<file path="src/inc/smwfc_consts.svh">
// Constants of the static memory wait and float sequencer
// =====================================================================
// Function
// RL1 - Read strobe controlled: float period starts at strobe rise, lasts float count
// RL2 - Chip select controlled: bus busy for float count after select rises
// RL3 - Optimisation on: next access setup counts toward float period
// RL4 - Optimisation off: float waits at read end before next access
// RL5 - Read hold overlapping float period adds no extra waits
// RL6 - Wait mode 00 ignores wait, 10 frozen, 11 ready
// RL7 - Wait input sampled only in pulse phase of controlling strobe
// RL8 - Software programs a hold cycle; no wait with page or slow mode
// RL9 - Frozen: wait asserted halts counters and holds all outputs
// RL10 - Ready: wait tested in last pulse cycle, suspend then hold
// RL11 - Ready: early deassertion or late assertion leaves length unchanged
// RL12 - Wait resynchronised over two cycles; pulse must cover latency plus 3
// RL13 - Slow clock indication selects fixed waveforms on every chip select
// RL14 - Slow read: strobe setup 1 pulse 1, select setup 0 pulse 2, cycle 2
// RL15 - Slow write: strobe setup 1 pulse 1, select setup 0 pulse 3, cycle 3
// RL16 - Leaving slow mode finishes current transfer with slow parameters
// RL17 - Slow mode entry or exit inserts a reload wait after transfer
// RL18 - Float count per chip select ranges 0 to 15 cycles
// RL19 - Float waits only before read to other device or any write
// RL20 - Controller idles memory before switching slow mode
`ifndef SMWFC_CONSTS_SVH
`define SMWFC_CONSTS_SVH
`define SMWFC_WAIT_OFF 2'h0
`define SMWFC_WAIT_FROZEN 2'h2
`define SMWFC_WAIT_READY 2'h3
`define SMWFC_SLOW_RD_SETUP 8'h01
`define SMWFC_SLOW_RD_PULSE 8'h01
`define SMWFC_SLOW_CSRD_SETUP 8'h00
`define SMWFC_SLOW_CSRD_PULSE 8'h02
`define SMWFC_SLOW_RD_CYCLE 8'h02
`define SMWFC_SLOW_WR_SETUP 8'h01
`define SMWFC_SLOW_WR_PULSE 8'h01
`define SMWFC_SLOW_CSWR_SETUP 8'h00
`define SMWFC_SLOW_CSWR_PULSE 8'h03
`define SMWFC_SLOW_WR_CYCLE 8'h03
`define SMWFC_FLOAT_MAX 4'hf
`endif

</file>
<file path="src/inc/smwfc_pkg.sv">
// Types of the static memory wait and float sequencer
package smwfc_pkg;
  typedef enum logic [2:0] {
    SMWFC_IDLE = 3'h0,
    SMWFC_ACCESS = 3'h1,
    SMWFC_READY_WAIT = 3'h3,
    SMWFC_FLOAT = 3'h2,
    SMWFC_RELOAD = 3'h6
  } smwfc_state_type;
  typedef struct packed {
    logic [7:0] setup;
    logic [7:0] pulse;
    logic [7:0] cs_setup;
    logic [7:0] cs_pulse;
    logic [8:0] cycle;
  } smwfc_timing_type;
endpackage

</file>
<file path="src/inc/smwfc_wait_if.sv">
// Wait synchroniser link between sequencer and wait synchroniser
`timescale 1ns/100ps
interface smwfc_wait_if;
  logic wait_sync;
  modport sync (output wait_sync);
  modport seq (input wait_sync);
endinterface

</file>
<file path="src/core/smwfc_static_mem_ctrl.sv">
// Access sequencer with float waits, external wait and slow clock mode
`timescale 1ns/100ps
`include "smwfc_consts.svh"
module smwfc_static_mem_ctrl
  import smwfc_pkg::*;
(
  input wire logic clk_in,
  input wire logic rst_b_in,
  input wire logic ce_in,
  input wire logic req_valid_in,
  input wire logic req_write_in,
  input wire logic [2:0] req_cs_in,
  input wire logic [7:0] rd_setup_in,
  input wire logic [7:0] rd_pulse_in,
  input wire logic [7:0] csrd_setup_in,
  input wire logic [7:0] csrd_pulse_in,
  input wire logic [8:0] rd_cycle_in,
  input wire logic [7:0] wr_setup_in,
  input wire logic [7:0] wr_pulse_in,
  input wire logic [7:0] cswr_setup_in,
  input wire logic [7:0] cswr_pulse_in,
  input wire logic [8:0] wr_cycle_in,
  input wire logic read_mode_in,
  input wire logic write_mode_in,
  input wire logic float_opt_in,
  input wire logic [3:0] float_cycles_in,
  input wire logic [1:0] ext_wait_mode_in,
  input wire logic slow_clock_in,
  input wire logic ext_wait_n_in,
  output logic req_ready_out,
  output logic done_out,
  output logic chip_select_n_out,
  output logic [2:0] cs_index_out,
  output logic read_strobe_n_out,
  output logic write_strobe_n_out,
  output logic [2:0] state_out
);
  // =====================================================================
  // Reset release
  logic rst_s1_reg;
  logic rst_s2_reg;
  always_ff @(posedge clk_in or negedge rst_b_in) begin
    if (!rst_b_in) begin
      rst_s1_reg <= 1'b0;
      rst_s2_reg <= 1'b0;
    end else begin
      rst_s1_reg <= 1'b1;
      rst_s2_reg <= rst_s1_reg;
    end
  end
  wire rst_b = rst_s2_reg;

  // =====================================================================
  // Wait synchroniser
  smwfc_wait_if wif ();
  smwfc_wait_sync u_sync (
    .clk_in(clk_in),
    .rst_b_in(rst_b),
    .ce_in(ce_in),
    .ext_wait_n_in(ext_wait_n_in),
    .wif(wif)
  );

  // =====================================================================
  // Timing selection
  function automatic logic [7:0] sat_dec(input logic [7:0] v);
    sat_dec = (v == 8'h00) ? 8'h00 : v - 8'h01;
  endfunction

  smwfc_state_type state_reg, state_next;
  logic [8:0] cnt_reg, cnt_next;
  logic write_reg, write_next;
  logic slow_reg, slow_next;
  logic [2:0] cs_reg, cs_next;
  logic last_rd_reg, last_rd_next;
  logic [3:0] float_reg, float_next;
  logic [1:0] wmode_reg, wmode_next;
  logic ctl_mode_reg, ctl_mode_next;
  logic slow_seen_reg, slow_seen_next;
  smwfc_timing_type tim_reg, tim_next;
  logic cs_n_reg, cs_n_next;
  logic rd_n_reg, rd_n_next;
  logic wr_n_reg, wr_n_next;
  logic done_reg, done_next;

  smwfc_timing_type slow_rd_t;
  smwfc_timing_type slow_wr_t;
  smwfc_timing_type user_t;
  wire use_slow = slow_clock_in; // RL13
  assign slow_rd_t = '{`SMWFC_SLOW_RD_SETUP, `SMWFC_SLOW_RD_PULSE,
                       `SMWFC_SLOW_CSRD_SETUP, `SMWFC_SLOW_CSRD_PULSE,
                       {1'b0, `SMWFC_SLOW_RD_CYCLE}}; // RL14
  assign slow_wr_t = '{`SMWFC_SLOW_WR_SETUP, `SMWFC_SLOW_WR_PULSE,
                       `SMWFC_SLOW_CSWR_SETUP, `SMWFC_SLOW_CSWR_PULSE,
                       {1'b0, `SMWFC_SLOW_WR_CYCLE}}; // RL15
  assign user_t = req_write_in ?
    {wr_setup_in, wr_pulse_in, cswr_setup_in, cswr_pulse_in, wr_cycle_in} :
    {rd_setup_in, rd_pulse_in, csrd_setup_in, csrd_pulse_in, rd_cycle_in};
  wire smwfc_timing_type sel_t = use_slow ?
    (req_write_in ? slow_wr_t : slow_rd_t) : user_t;

  // =====================================================================
  // Phase decode inside access
  wire [8:0] ctl_setup = ctl_mode_reg ? {1'b0, tim_reg.setup} :
                                        {1'b0, tim_reg.cs_setup};
  wire [8:0] ctl_pulse = ctl_mode_reg ? {1'b0, tim_reg.pulse} :
                                        {1'b0, tim_reg.cs_pulse};
  wire [8:0] ctl_end = ctl_setup + ctl_pulse;
  wire in_pulse = (cnt_reg >= ctl_setup) && (cnt_reg < ctl_end); // RL7
  wire last_pulse = (cnt_reg == ctl_end - 9'h001);
  wire frozen = (wmode_reg == `SMWFC_WAIT_FROZEN) && in_pulse &&
                wif.wait_sync; // RL6 RL9
  wire ready_hold = (wmode_reg == `SMWFC_WAIT_READY) && last_pulse &&
                    wif.wait_sync; // RL6 RL10 RL11
  wire cyc_last = (cnt_reg + 9'h001 >= tim_reg.cycle);
  wire [7:0] float_dec = sat_dec({4'h0, float_reg});
  // Hold cycles after the controlling strobe rise already count as float
  wire [8:0] ctl_hold = (tim_reg.cycle > ctl_end) ?
                        tim_reg.cycle - ctl_end : 9'h000;
  wire [8:0] float_left9 = ({5'h00, float_reg} > ctl_hold) ?
                           {5'h00, float_reg} - ctl_hold : 9'h000; // RL5
  // Float only matters for reads before another device or any write
  wire float_needed = last_rd_reg &&
                      (req_write_in || (req_cs_in != cs_reg)); // RL19
  wire [7:0] next_setup = sel_t.setup < sel_t.cs_setup ?
                          sel_t.setup : sel_t.cs_setup;
  // With optimisation the next access setup absorbs remaining float
  wire float_block = float_needed && (float_reg != 4'h0) &&
    (!float_opt_in || ({4'h0, float_reg} > next_setup)); // RL3 RL4
  wire slow_change = slow_clock_in != slow_seen_reg;

  // =====================================================================
  // Sequencer
  always_comb begin
    state_next = state_reg;
    cnt_next = cnt_reg;
    write_next = write_reg;
    slow_next = slow_reg;
    cs_next = cs_reg;
    last_rd_next = last_rd_reg;
    float_next = float_reg;
    wmode_next = wmode_reg;
    ctl_mode_next = ctl_mode_reg;
    slow_seen_next = slow_seen_reg;
    tim_next = tim_reg;
    done_next = 1'b0;
    case (state_reg)
      SMWFC_IDLE: begin
        if (slow_change) begin
          state_next = SMWFC_RELOAD; // RL17
        end else if (req_valid_in && float_block) begin
          // Held off: the float period keeps running down meanwhile
          float_next = float_dec[3:0]; // RL3
          if (!float_opt_in && float_reg > 4'h1) begin
            state_next = SMWFC_FLOAT; // RL4
          end
        end else if (req_valid_in) begin
          state_next = SMWFC_ACCESS;
          cnt_next = 9'h000;
          write_next = req_write_in;
          cs_next = req_cs_in;
          slow_next = use_slow;
          tim_next = sel_t;
          ctl_mode_next = req_write_in ? write_mode_in : read_mode_in;
          // Wait unsupported in slow mode, forced off there
          wmode_next = use_slow ? `SMWFC_WAIT_OFF : ext_wait_mode_in;
          float_next = float_cycles_in; // RL18
          last_rd_next = 1'b0;
        end else if (float_reg != 4'h0) begin
          float_next = float_dec[3:0];
        end
      end
      SMWFC_ACCESS: begin
        if (ready_hold) begin
          state_next = SMWFC_READY_WAIT; // RL10
        end else if (!frozen) begin
          cnt_next = cnt_reg + 9'h001;
          if (cyc_last) begin
            done_next = 1'b1;
            last_rd_next = !write_reg;
            float_next = write_reg ? 4'h0 : float_left9[3:0]; // RL1 RL2 RL18
            // Float waits wait for the next request, it decides if needed
            state_next = slow_change ? SMWFC_RELOAD : SMWFC_IDLE;
          end
        end
      end
      SMWFC_READY_WAIT: begin
        if (!wif.wait_sync) begin
          state_next = SMWFC_ACCESS;
          cnt_next = cnt_reg + 9'h001;
        end
      end
      SMWFC_FLOAT: begin
        float_next = float_dec[3:0]; // RL4
        if (float_reg <= 4'h1) begin
          last_rd_next = 1'b0;
          state_next = slow_change ? SMWFC_RELOAD : SMWFC_IDLE;
        end
      end
      SMWFC_RELOAD: begin
        slow_seen_next = slow_clock_in; // RL17
        state_next = SMWFC_IDLE;
      end
      default: state_next = SMWFC_IDLE;
    endcase
  end

  // =====================================================================
  // Strobe outputs
  wire accessing = (state_next == SMWFC_ACCESS) ||
                   (state_next == SMWFC_READY_WAIT);
  // Slow set persists to transfer end even if slow clock drops
  wire smwfc_timing_type t_n = tim_next; // RL16
  wire [8:0] c_n = cnt_next;
  wire [8:0] st_end_n = {1'b0, t_n.setup} + {1'b0, t_n.pulse};
  wire [8:0] cs_end_n = {1'b0, t_n.cs_setup} + {1'b0, t_n.cs_pulse};
  wire strobe_on = accessing && (c_n >= {1'b0, t_n.setup}) &&
                   (c_n < st_end_n);
  wire cs_on = accessing && (c_n >= {1'b0, t_n.cs_setup}) &&
               (c_n < cs_end_n);
  always_comb begin
    cs_n_next = ~cs_on;
    rd_n_next = ~(strobe_on && !write_next);
    wr_n_next = ~(strobe_on && write_next);
  end

  always_ff @(posedge clk_in or negedge rst_b) begin
    if (!rst_b) begin
      state_reg <= SMWFC_IDLE;
      cnt_reg <= 9'h000;
      write_reg <= 1'b0;
      slow_reg <= 1'b0;
      cs_reg <= 3'h0;
      last_rd_reg <= 1'b0;
      float_reg <= 4'h0;
      wmode_reg <= `SMWFC_WAIT_OFF;
      ctl_mode_reg <= 1'b0;
      slow_seen_reg <= 1'b0;
      tim_reg <= '0;
      cs_n_reg <= 1'b1;
      rd_n_reg <= 1'b1;
      wr_n_reg <= 1'b1;
      done_reg <= 1'b0;
    end else if (ce_in) begin
      state_reg <= state_next;
      cnt_reg <= cnt_next;
      write_reg <= write_next;
      slow_reg <= slow_next;
      cs_reg <= cs_next;
      last_rd_reg <= last_rd_next;
      float_reg <= float_next;
      wmode_reg <= wmode_next;
      ctl_mode_reg <= ctl_mode_next;
      slow_seen_reg <= slow_seen_next;
      tim_reg <= tim_next;
      cs_n_reg <= cs_n_next;
      rd_n_reg <= rd_n_next;
      wr_n_reg <= wr_n_next;
      done_reg <= done_next;
    end
  end

  // =====================================================================
  // Outputs
  assign req_ready_out = (state_reg == SMWFC_IDLE) && !slow_change &&
                         !float_block && rst_b;
  assign done_out = done_reg;
  assign chip_select_n_out = cs_n_reg;
  assign cs_index_out = cs_reg;
  assign read_strobe_n_out = rd_n_reg;
  assign write_strobe_n_out = wr_n_reg;
  assign state_out = state_reg;
endmodule

</file>
<file path="src/core/smwfc_wait_sync.sv">
// Two-stage resynchroniser for the external wait input
`timescale 1ns/100ps
module smwfc_wait_sync (
  input wire logic clk_in,
  input wire logic rst_b_in,
  input wire logic ce_in,
  input wire logic ext_wait_n_in,
  smwfc_wait_if.sync wif
);
  logic meta_reg;
  logic sync_reg;
  // =====================================================================
  // Resync
  always_ff @(posedge clk_in or negedge rst_b_in) begin
    if (!rst_b_in) begin
      meta_reg <= 1'b1;
      sync_reg <= 1'b1;
    end else if (ce_in) begin
      meta_reg <= ext_wait_n_in; // RL12
      sync_reg <= meta_reg;
    end
  end
  assign wif.wait_sync = ~sync_reg;
endmodule

</file>
<file path="config.mk">
export PLATFORM = sky130hd
export DESIGN_NAME = smwfc_static_mem_ctrl
export DESIGN_NICKNAME = d
export VERILOG_FILES = /design/src/inc/smwfc_pkg.sv /design/src/inc/smwfc_wait_if.sv /design/src/core/smwfc_static_mem_ctrl.sv /design/src/core/smwfc_wait_sync.sv
export VERILOG_INCLUDE_DIRS = /design/src /design/src/inc
export SDC_FILE = /design/constraint.sdc
export NUM_CORES = 1
export LEC_CHECK = 0
export ABC_AREA = 1
export BUFFER_PORTS_ARGS = -buffer_cell sky130_fd_sc_hd__buf_4
export CAP_MARGIN = 10
export CELL_PAD_IN_SITES_DETAIL_PLACEMENT = 1
export CELL_PAD_IN_SITES_GLOBAL_PLACEMENT = 1
export CORE_MARGIN = 5
export CORE_UTILIZATION = 43
export DETAILED_ROUTE_END_ITERATION = 16
export GPL_TIMING_DRIVEN = 0
export PLACE_DENSITY = 0.85
export SLEW_MARGIN = 20
export SYNTH_ARGS = -nofsm -noshare
export SYNTH_HDL_FRONTEND = slang
export SYNTH_SLANG_ARGS = --single-unit
</file>
<file path="constraint.sdc">
create_clock -name clk_in -period 3.38 [get_ports clk_in]
set_clock_uncertainty 0.15 [all_clocks]
set_input_delay 0 -clock clk_in [delete_from_list [all_inputs] [get_ports clk_in]]
set_output_delay 0 -clock clk_in [all_outputs]
set_load 0.03 [all_outputs]
</file>
==> impl_metrics.py, run 1 <==
metrics = {
    "run_status": {
        "status": "stopped before the end",
        "stop_stage": "global routing (5_1_grt)",
        "stop_error": "[ERROR GRT-0232] Routing congestion too high. Check the congestion heatmap in the GUI.",
    },
    "logic_synthesis": {
        "synth_nets": 1463,
        "ys_types": 60,
        "netlist_area_sq_um": 8510,
        "synth_edf_count": 0,
        "ys_seq_elements": 74,
        "yosysMostFrequentCell": "nand2_1",
        "yosys_warnings": 0,
        "synth.top_cell.area_share_pct": 20.3,
        "ys_async_sr_fraction_pct": 100,
        "synth_commonest_cells": "nand2_1, inv_1, nor2_1",
        "netlist_instances": 1249,
        "syn_avg_cell_area_sq_um": 6.81,
        "yosysSeqAreaShare_pct": 21.8,
        "synthTopCellsByArea": "dfrtp_1, ha_1, nand2_1",
        "synth_top_cell_by_area": "dfrtp_1",
        "synth-main-ff-cell": "dfrtp_1",
    },
    "place": {
        "hpwl_microns": 27000,
        "placed_cell_area_sq_um": 10100,
        "gp_routability_congestion": 0.914,
        "io_buffers": 108,
    },
    "sta": {
        "crit_endpoint": "chip_select_n_out$_DFFE_PN1P_/D",
        "worst_path_end_type": "register data pin",
    },
    "floorplan": {
        "initial_core_util_pct": 43.7,
        "fp.dieH_microns": 151,
        "die_x_microns": 151,
        "rows": 51,
        "ioPinCount": 112,
    },
    "clock_tree": {
        "htree_levels": 3,
        "cts_buffers": 9,
        "clock-sinks": 74,
        "clockBufferDepth": 2,
        "cts-root-buf": "clkbuf_16",
    },
    "global_route": {
        "grt_max_degree": 51,
        "grt_usage_pct": 84.0,
        "overflow": 447,
    },
}
[cell families after synthesis]
| kind of cell | after synthesis | share of synthesized area [%] |
|---|---|---|
| AOI/OAI and AO/OA | 283 | 19.8 |
| xor gates and xnor gates | 31 | 3.19 |
| adders and majority gates | 113 | 17.1 |
| buffers and inverters | 200 | 9.66 |
| DFF | 74 | 21.8 |
| other | 1 | 0.0441 |
| and+or+nand+nor | 547 | 28.4 |
[routing by layer]
metal | overflow | track usage, %
met2 | 255 | 99.6
met1 | 4 | 80.6
met4 | 179 | 92.3
met3 | 8 | 71.1
met5 | 1 | 25.0
[through the flow]
stage	instances	TNS [ns]	setup WS, ns
4_1_cts	1813	-23.29	-1.94
3_3_place_gp	1622	-63.92	-2.94
2_1_floorplan	1249	-8.38	-1.68
3_5_place_dp	1623	-62.55	-3.07
[timing repair]
action	4_1_cts
setup endpoints to repair	69
pin swaps	105
hold buffers	76
cloned	4
setup buffers	94
resized for setup	202
hold endpoints to repair	52
==> run 2, diff against run 1 <==
--- a/config.mk
+++ b/config.mk
@@ -9,13 +9,11 @@
 export ABC_AREA = 1
 export BUFFER_PORTS_ARGS = -buffer_cell sky130_fd_sc_hd__buf_4
 export CAP_MARGIN = 10
-export CELL_PAD_IN_SITES_DETAIL_PLACEMENT = 1
-export CELL_PAD_IN_SITES_GLOBAL_PLACEMENT = 1
 export CORE_MARGIN = 5
-export CORE_UTILIZATION = 43
+export CORE_UTILIZATION = 35
 export DETAILED_ROUTE_END_ITERATION = 16
 export GPL_TIMING_DRIVEN = 0
-export PLACE_DENSITY = 0.85
+export PLACE_DENSITY_LB_ADDON = 0.15
 export SLEW_MARGIN = 20
 export SYNTH_ARGS = -nofsm -noshare
 export SYNTH_HDL_FRONTEND = slang
==> run 2 against run 1 <==
The flow now finishes, with violations (negative setup slack). Synthesized cell count unchanged. Synthesized area is the same.
==> impl_metrics.py, run 2 <==
metrics = {
    "sta": {
        "rsz0062_at_grt": "true",
        "period_share_pct": 158,
        "max_freq_ghz": 0.187,
        "worst_slack_ns": -1.97,
        "drv_slew": 0,
        "maxSlewHeadroom_pct": 42.4,
        "tns_ns": -18.67,
        "min_period_ns": 5.35,
        "worst_pin_slew_ns": 0.864,
        "hold_viol": 0,
        "setup_violations": 41,
    },
    "logic_synthesis": {
        "yosysSeqAreaShare_pct": 21.8,
        "synth.top_cell.area_share_pct": 20.3,
        "netlist_instances": 1249,
        "ys_seq_elements": 74,
        "yosysMostFrequentCell": "nand2_1",
        "synth-main-ff-cell": "dfrtp_1",
        "synthTopCellsByArea": "dfrtp_1, ha_1, nand2_1",
        "netlist_area_sq_um": 8510,
        "yosys_warnings": 0,
        "synth_nets": 1463,
        "synth_edf_count": 0,
        "ys_types": 60,
        "synth_commonest_cells": "nand2_1, inv_1, nor2_1",
        "ys_async_sr_fraction_pct": 100,
        "synth_top_cell_by_area": "dfrtp_1",
        "syn_avg_cell_area_sq_um": 6.81,
    },
    "critical_path": {
        "slowest_stage": "or3_4",
        "critPathMaxStageDelay_ns": 0.39,
        "cp_top_family": "simple AND/OR/NAND/NOR gates",
        "cp_num_buf_inv": 6,
        "worstPathMaxFanout": 8,
        "start_kind": "primary input",
        "required_ns": 3.50,
        "critical_path_class": "in2reg",
        "critPathCaptureType": "flip-flop",
        "cp.arrival_ns": 5.48,
        "cp_common_cell": "nand2_2",
    },
    "power": {
        "power_frac_seq_pct": 10.2,
        "power.leakage_nw": 6.28,
        "p_sw_w": 0.00856,
        "intPower_w": 0.00796,
        "power_density_nw_per_um2": 1230,
        "clkPwrFrac_pct": 6.9,
        "power_w": 0.0165,
        "p_comb_share_pct": 82.9,
        "swShare_pct": 51.8,
        "peakVddDrop_mv": 0.425,
    },
    "global_route": {
        "overflow": 0,
        "grt_pass1_vias": 9546,
        "antenna_found_initial": 0,
        "grt_max_degree": 49,
        "grt_usage_pct": 23.5,
        "grt_pass1_wl_microns": 51800,
    },
    "place": {
        "hpwl_microns": 24700,
        "gp_routability_congestion": 0.913,
        "placed_cells": 1682,
        "io_buffers": 108,
    },
    "detailed_routing": {
        "wl_per_cell_microns": 18.2,
        "viasPerCell": 5.27,
        "drc": 0,
        "ant_nets": 0,
        "initialDrtViolationCount": 656,
        "wl_microns": 34000,
        "drtPass1Iterations": 5,
        "num_vias": 9853,
    },
    "floorplan": {
        "coreArea_sq_um": 24100,
        "die_x_microns": 166,
        "initial_core_util_pct": 35.3,
        "die_area_sq_um": 27500,
        "ioPinCount": 112,
        "rows": 57,
        "fp.dieH_microns": 166,
    },
    "clock_tree": {
        "htree_levels": 3,
        "cts_tree": "yes",
        "clkLatencyLatePin_ns": 0.35,
        "cts-root-buf": "clkbuf_16",
        "cts_buffers": 9,
        "clockBufferDepth": 2,
        "clkTransAtPathRegs_ns": 0.06,
        "clock-sinks": 74,
    },
    "run_status": {
        "status": "complete, but fails checks",
        "violations": "negative setup slack",
    },
    "finish": {
        "largest_register_ffs": 41,
        "instances_no_fill": 1871,
        "syn_to_final_growth_pct": 58.3,
        "layout_commonest_cell": "nand2_1",
        "mostFrequentLayoutCells": "nand2_1, buf_4, inv_1",
        "nets": 1756,
        "final_util_pct": 55.9,
        "antenna_cells": 0,
        "drive_gt1_share_pct": 35.5,
        "fillCellCount": 2274,
    },
    "flow_run": {
        "maxCapViolCount": 0,
    },
    "hold_path": {
        "min_path_type": "in2reg",
    },
}
==> run 2: area by class of cell <==
cell class | instances | area, sq um | share of cell area (%)
repair inverters | 1 | 7.51 | 0.0557
well taps | 324 | 405 | 3.01
clock inverters | 5 | 103 | 0.762
repair buffers | 282 | 2590 | 19.3
flip-flops and latches | 74 | 1860 | 13.8
plain buffers | 38 | 442 | 3.28
inverters | 159 | 636 | 4.72
clock buffers | 11 | 233 | 1.73
multi-input cells | 977 | 7190 | 53.4
==> run 2: kinds of logic after synthesis <==
| kind of cell | after synthesis | share of synthesized area [%] |
|---|---|---|
| buffers and inverters | 200 | 9.66 |
| other | 1 | 0.0441 |
| AND/OR/NAND/NOR | 547 | 28.4 |
| adder cells (fa/ha/maj) | 113 | 17.1 |
| XOR/XNOR | 31 | 3.19 |
| AO/OA/AOI/OAI | 283 | 19.8 |
| flip-flops | 74 | 21.8 |
==> run 2: metrics by stage <==
stage	worst slack [ns]	hold slack (ns)	cell area (sq um)
after floorplan	-1.68	-0.446	8910
after global placement	-2.99	-0.366	10100
after detailed placement	-2.94	-0.366	10200
after CTS	-1.84	0.00964	12500
after global routing	-2.24	0.0420	13500
final	-1.97	0.0394	13500
==> run 2: worst paths after layout <==
path,from,to,slack (ns),cells past startpoint
setup / recovery,req_write_in,write_strobe_n_out,-1.97,41
hold / removal,rd_setup_in[4],tim_reg[37],0.04,4
setup reg to reg,ctl_mode_reg,chip_select_n_out,-1.93,35
hold reg to reg,rst_b,cs_index_out[2],0.11,0
max in group asynchronous,rst_b,write_strobe_n_out,2.33,1
min in group asynchronous,rst_b,cs_index_out[2],0.11,0
==> run 2: worst min-delay path, stage by stage <==
cell and delay, ns:
buf_4 0.10, nor2_1 0.07, or3_1 0.23, o21ai_1 0.10
==> run 2: per-layer routing <==
| metal | share of wire (%) | global-route usage, % |
|---|---|---|
| met5 | 0 | 0 |
| met3 | 5.3 | 3.24 |
| met1 | 43 | 30.2 |
| met2 | 48 | 40.9 |
| met4 | 3.8 | 6.99 |
==> run 2: power groups by stage <==
stage	registers [W]	logic (W)	clock network [W]
6_report	0.00168	0.0137	0.00114
5_1_grt	0.00172	0.0152	0.00119
4_1_cts	0.00163	0.0122	0.00115
3_5_place_dp	0.00161	0.0104	0
3_3_place_gp	0.00162	0.0102	0
2_1_floorplan	0.00160	0.00789	0
==> run 2: what timing repair did <==
item / 4_1_cts / 5_1_grt
endpoints found under the setup margin: 69 / 69
pin swaps: 64 / 70
setup buffers: 63 / 30
resized for setup: 160 / 230
endpoints found under the hold margin: 53 / 0
cloned: 5 / 4
hold buffers: 78 / 0
Note: power is estimated with default switching activity, not from simulation.
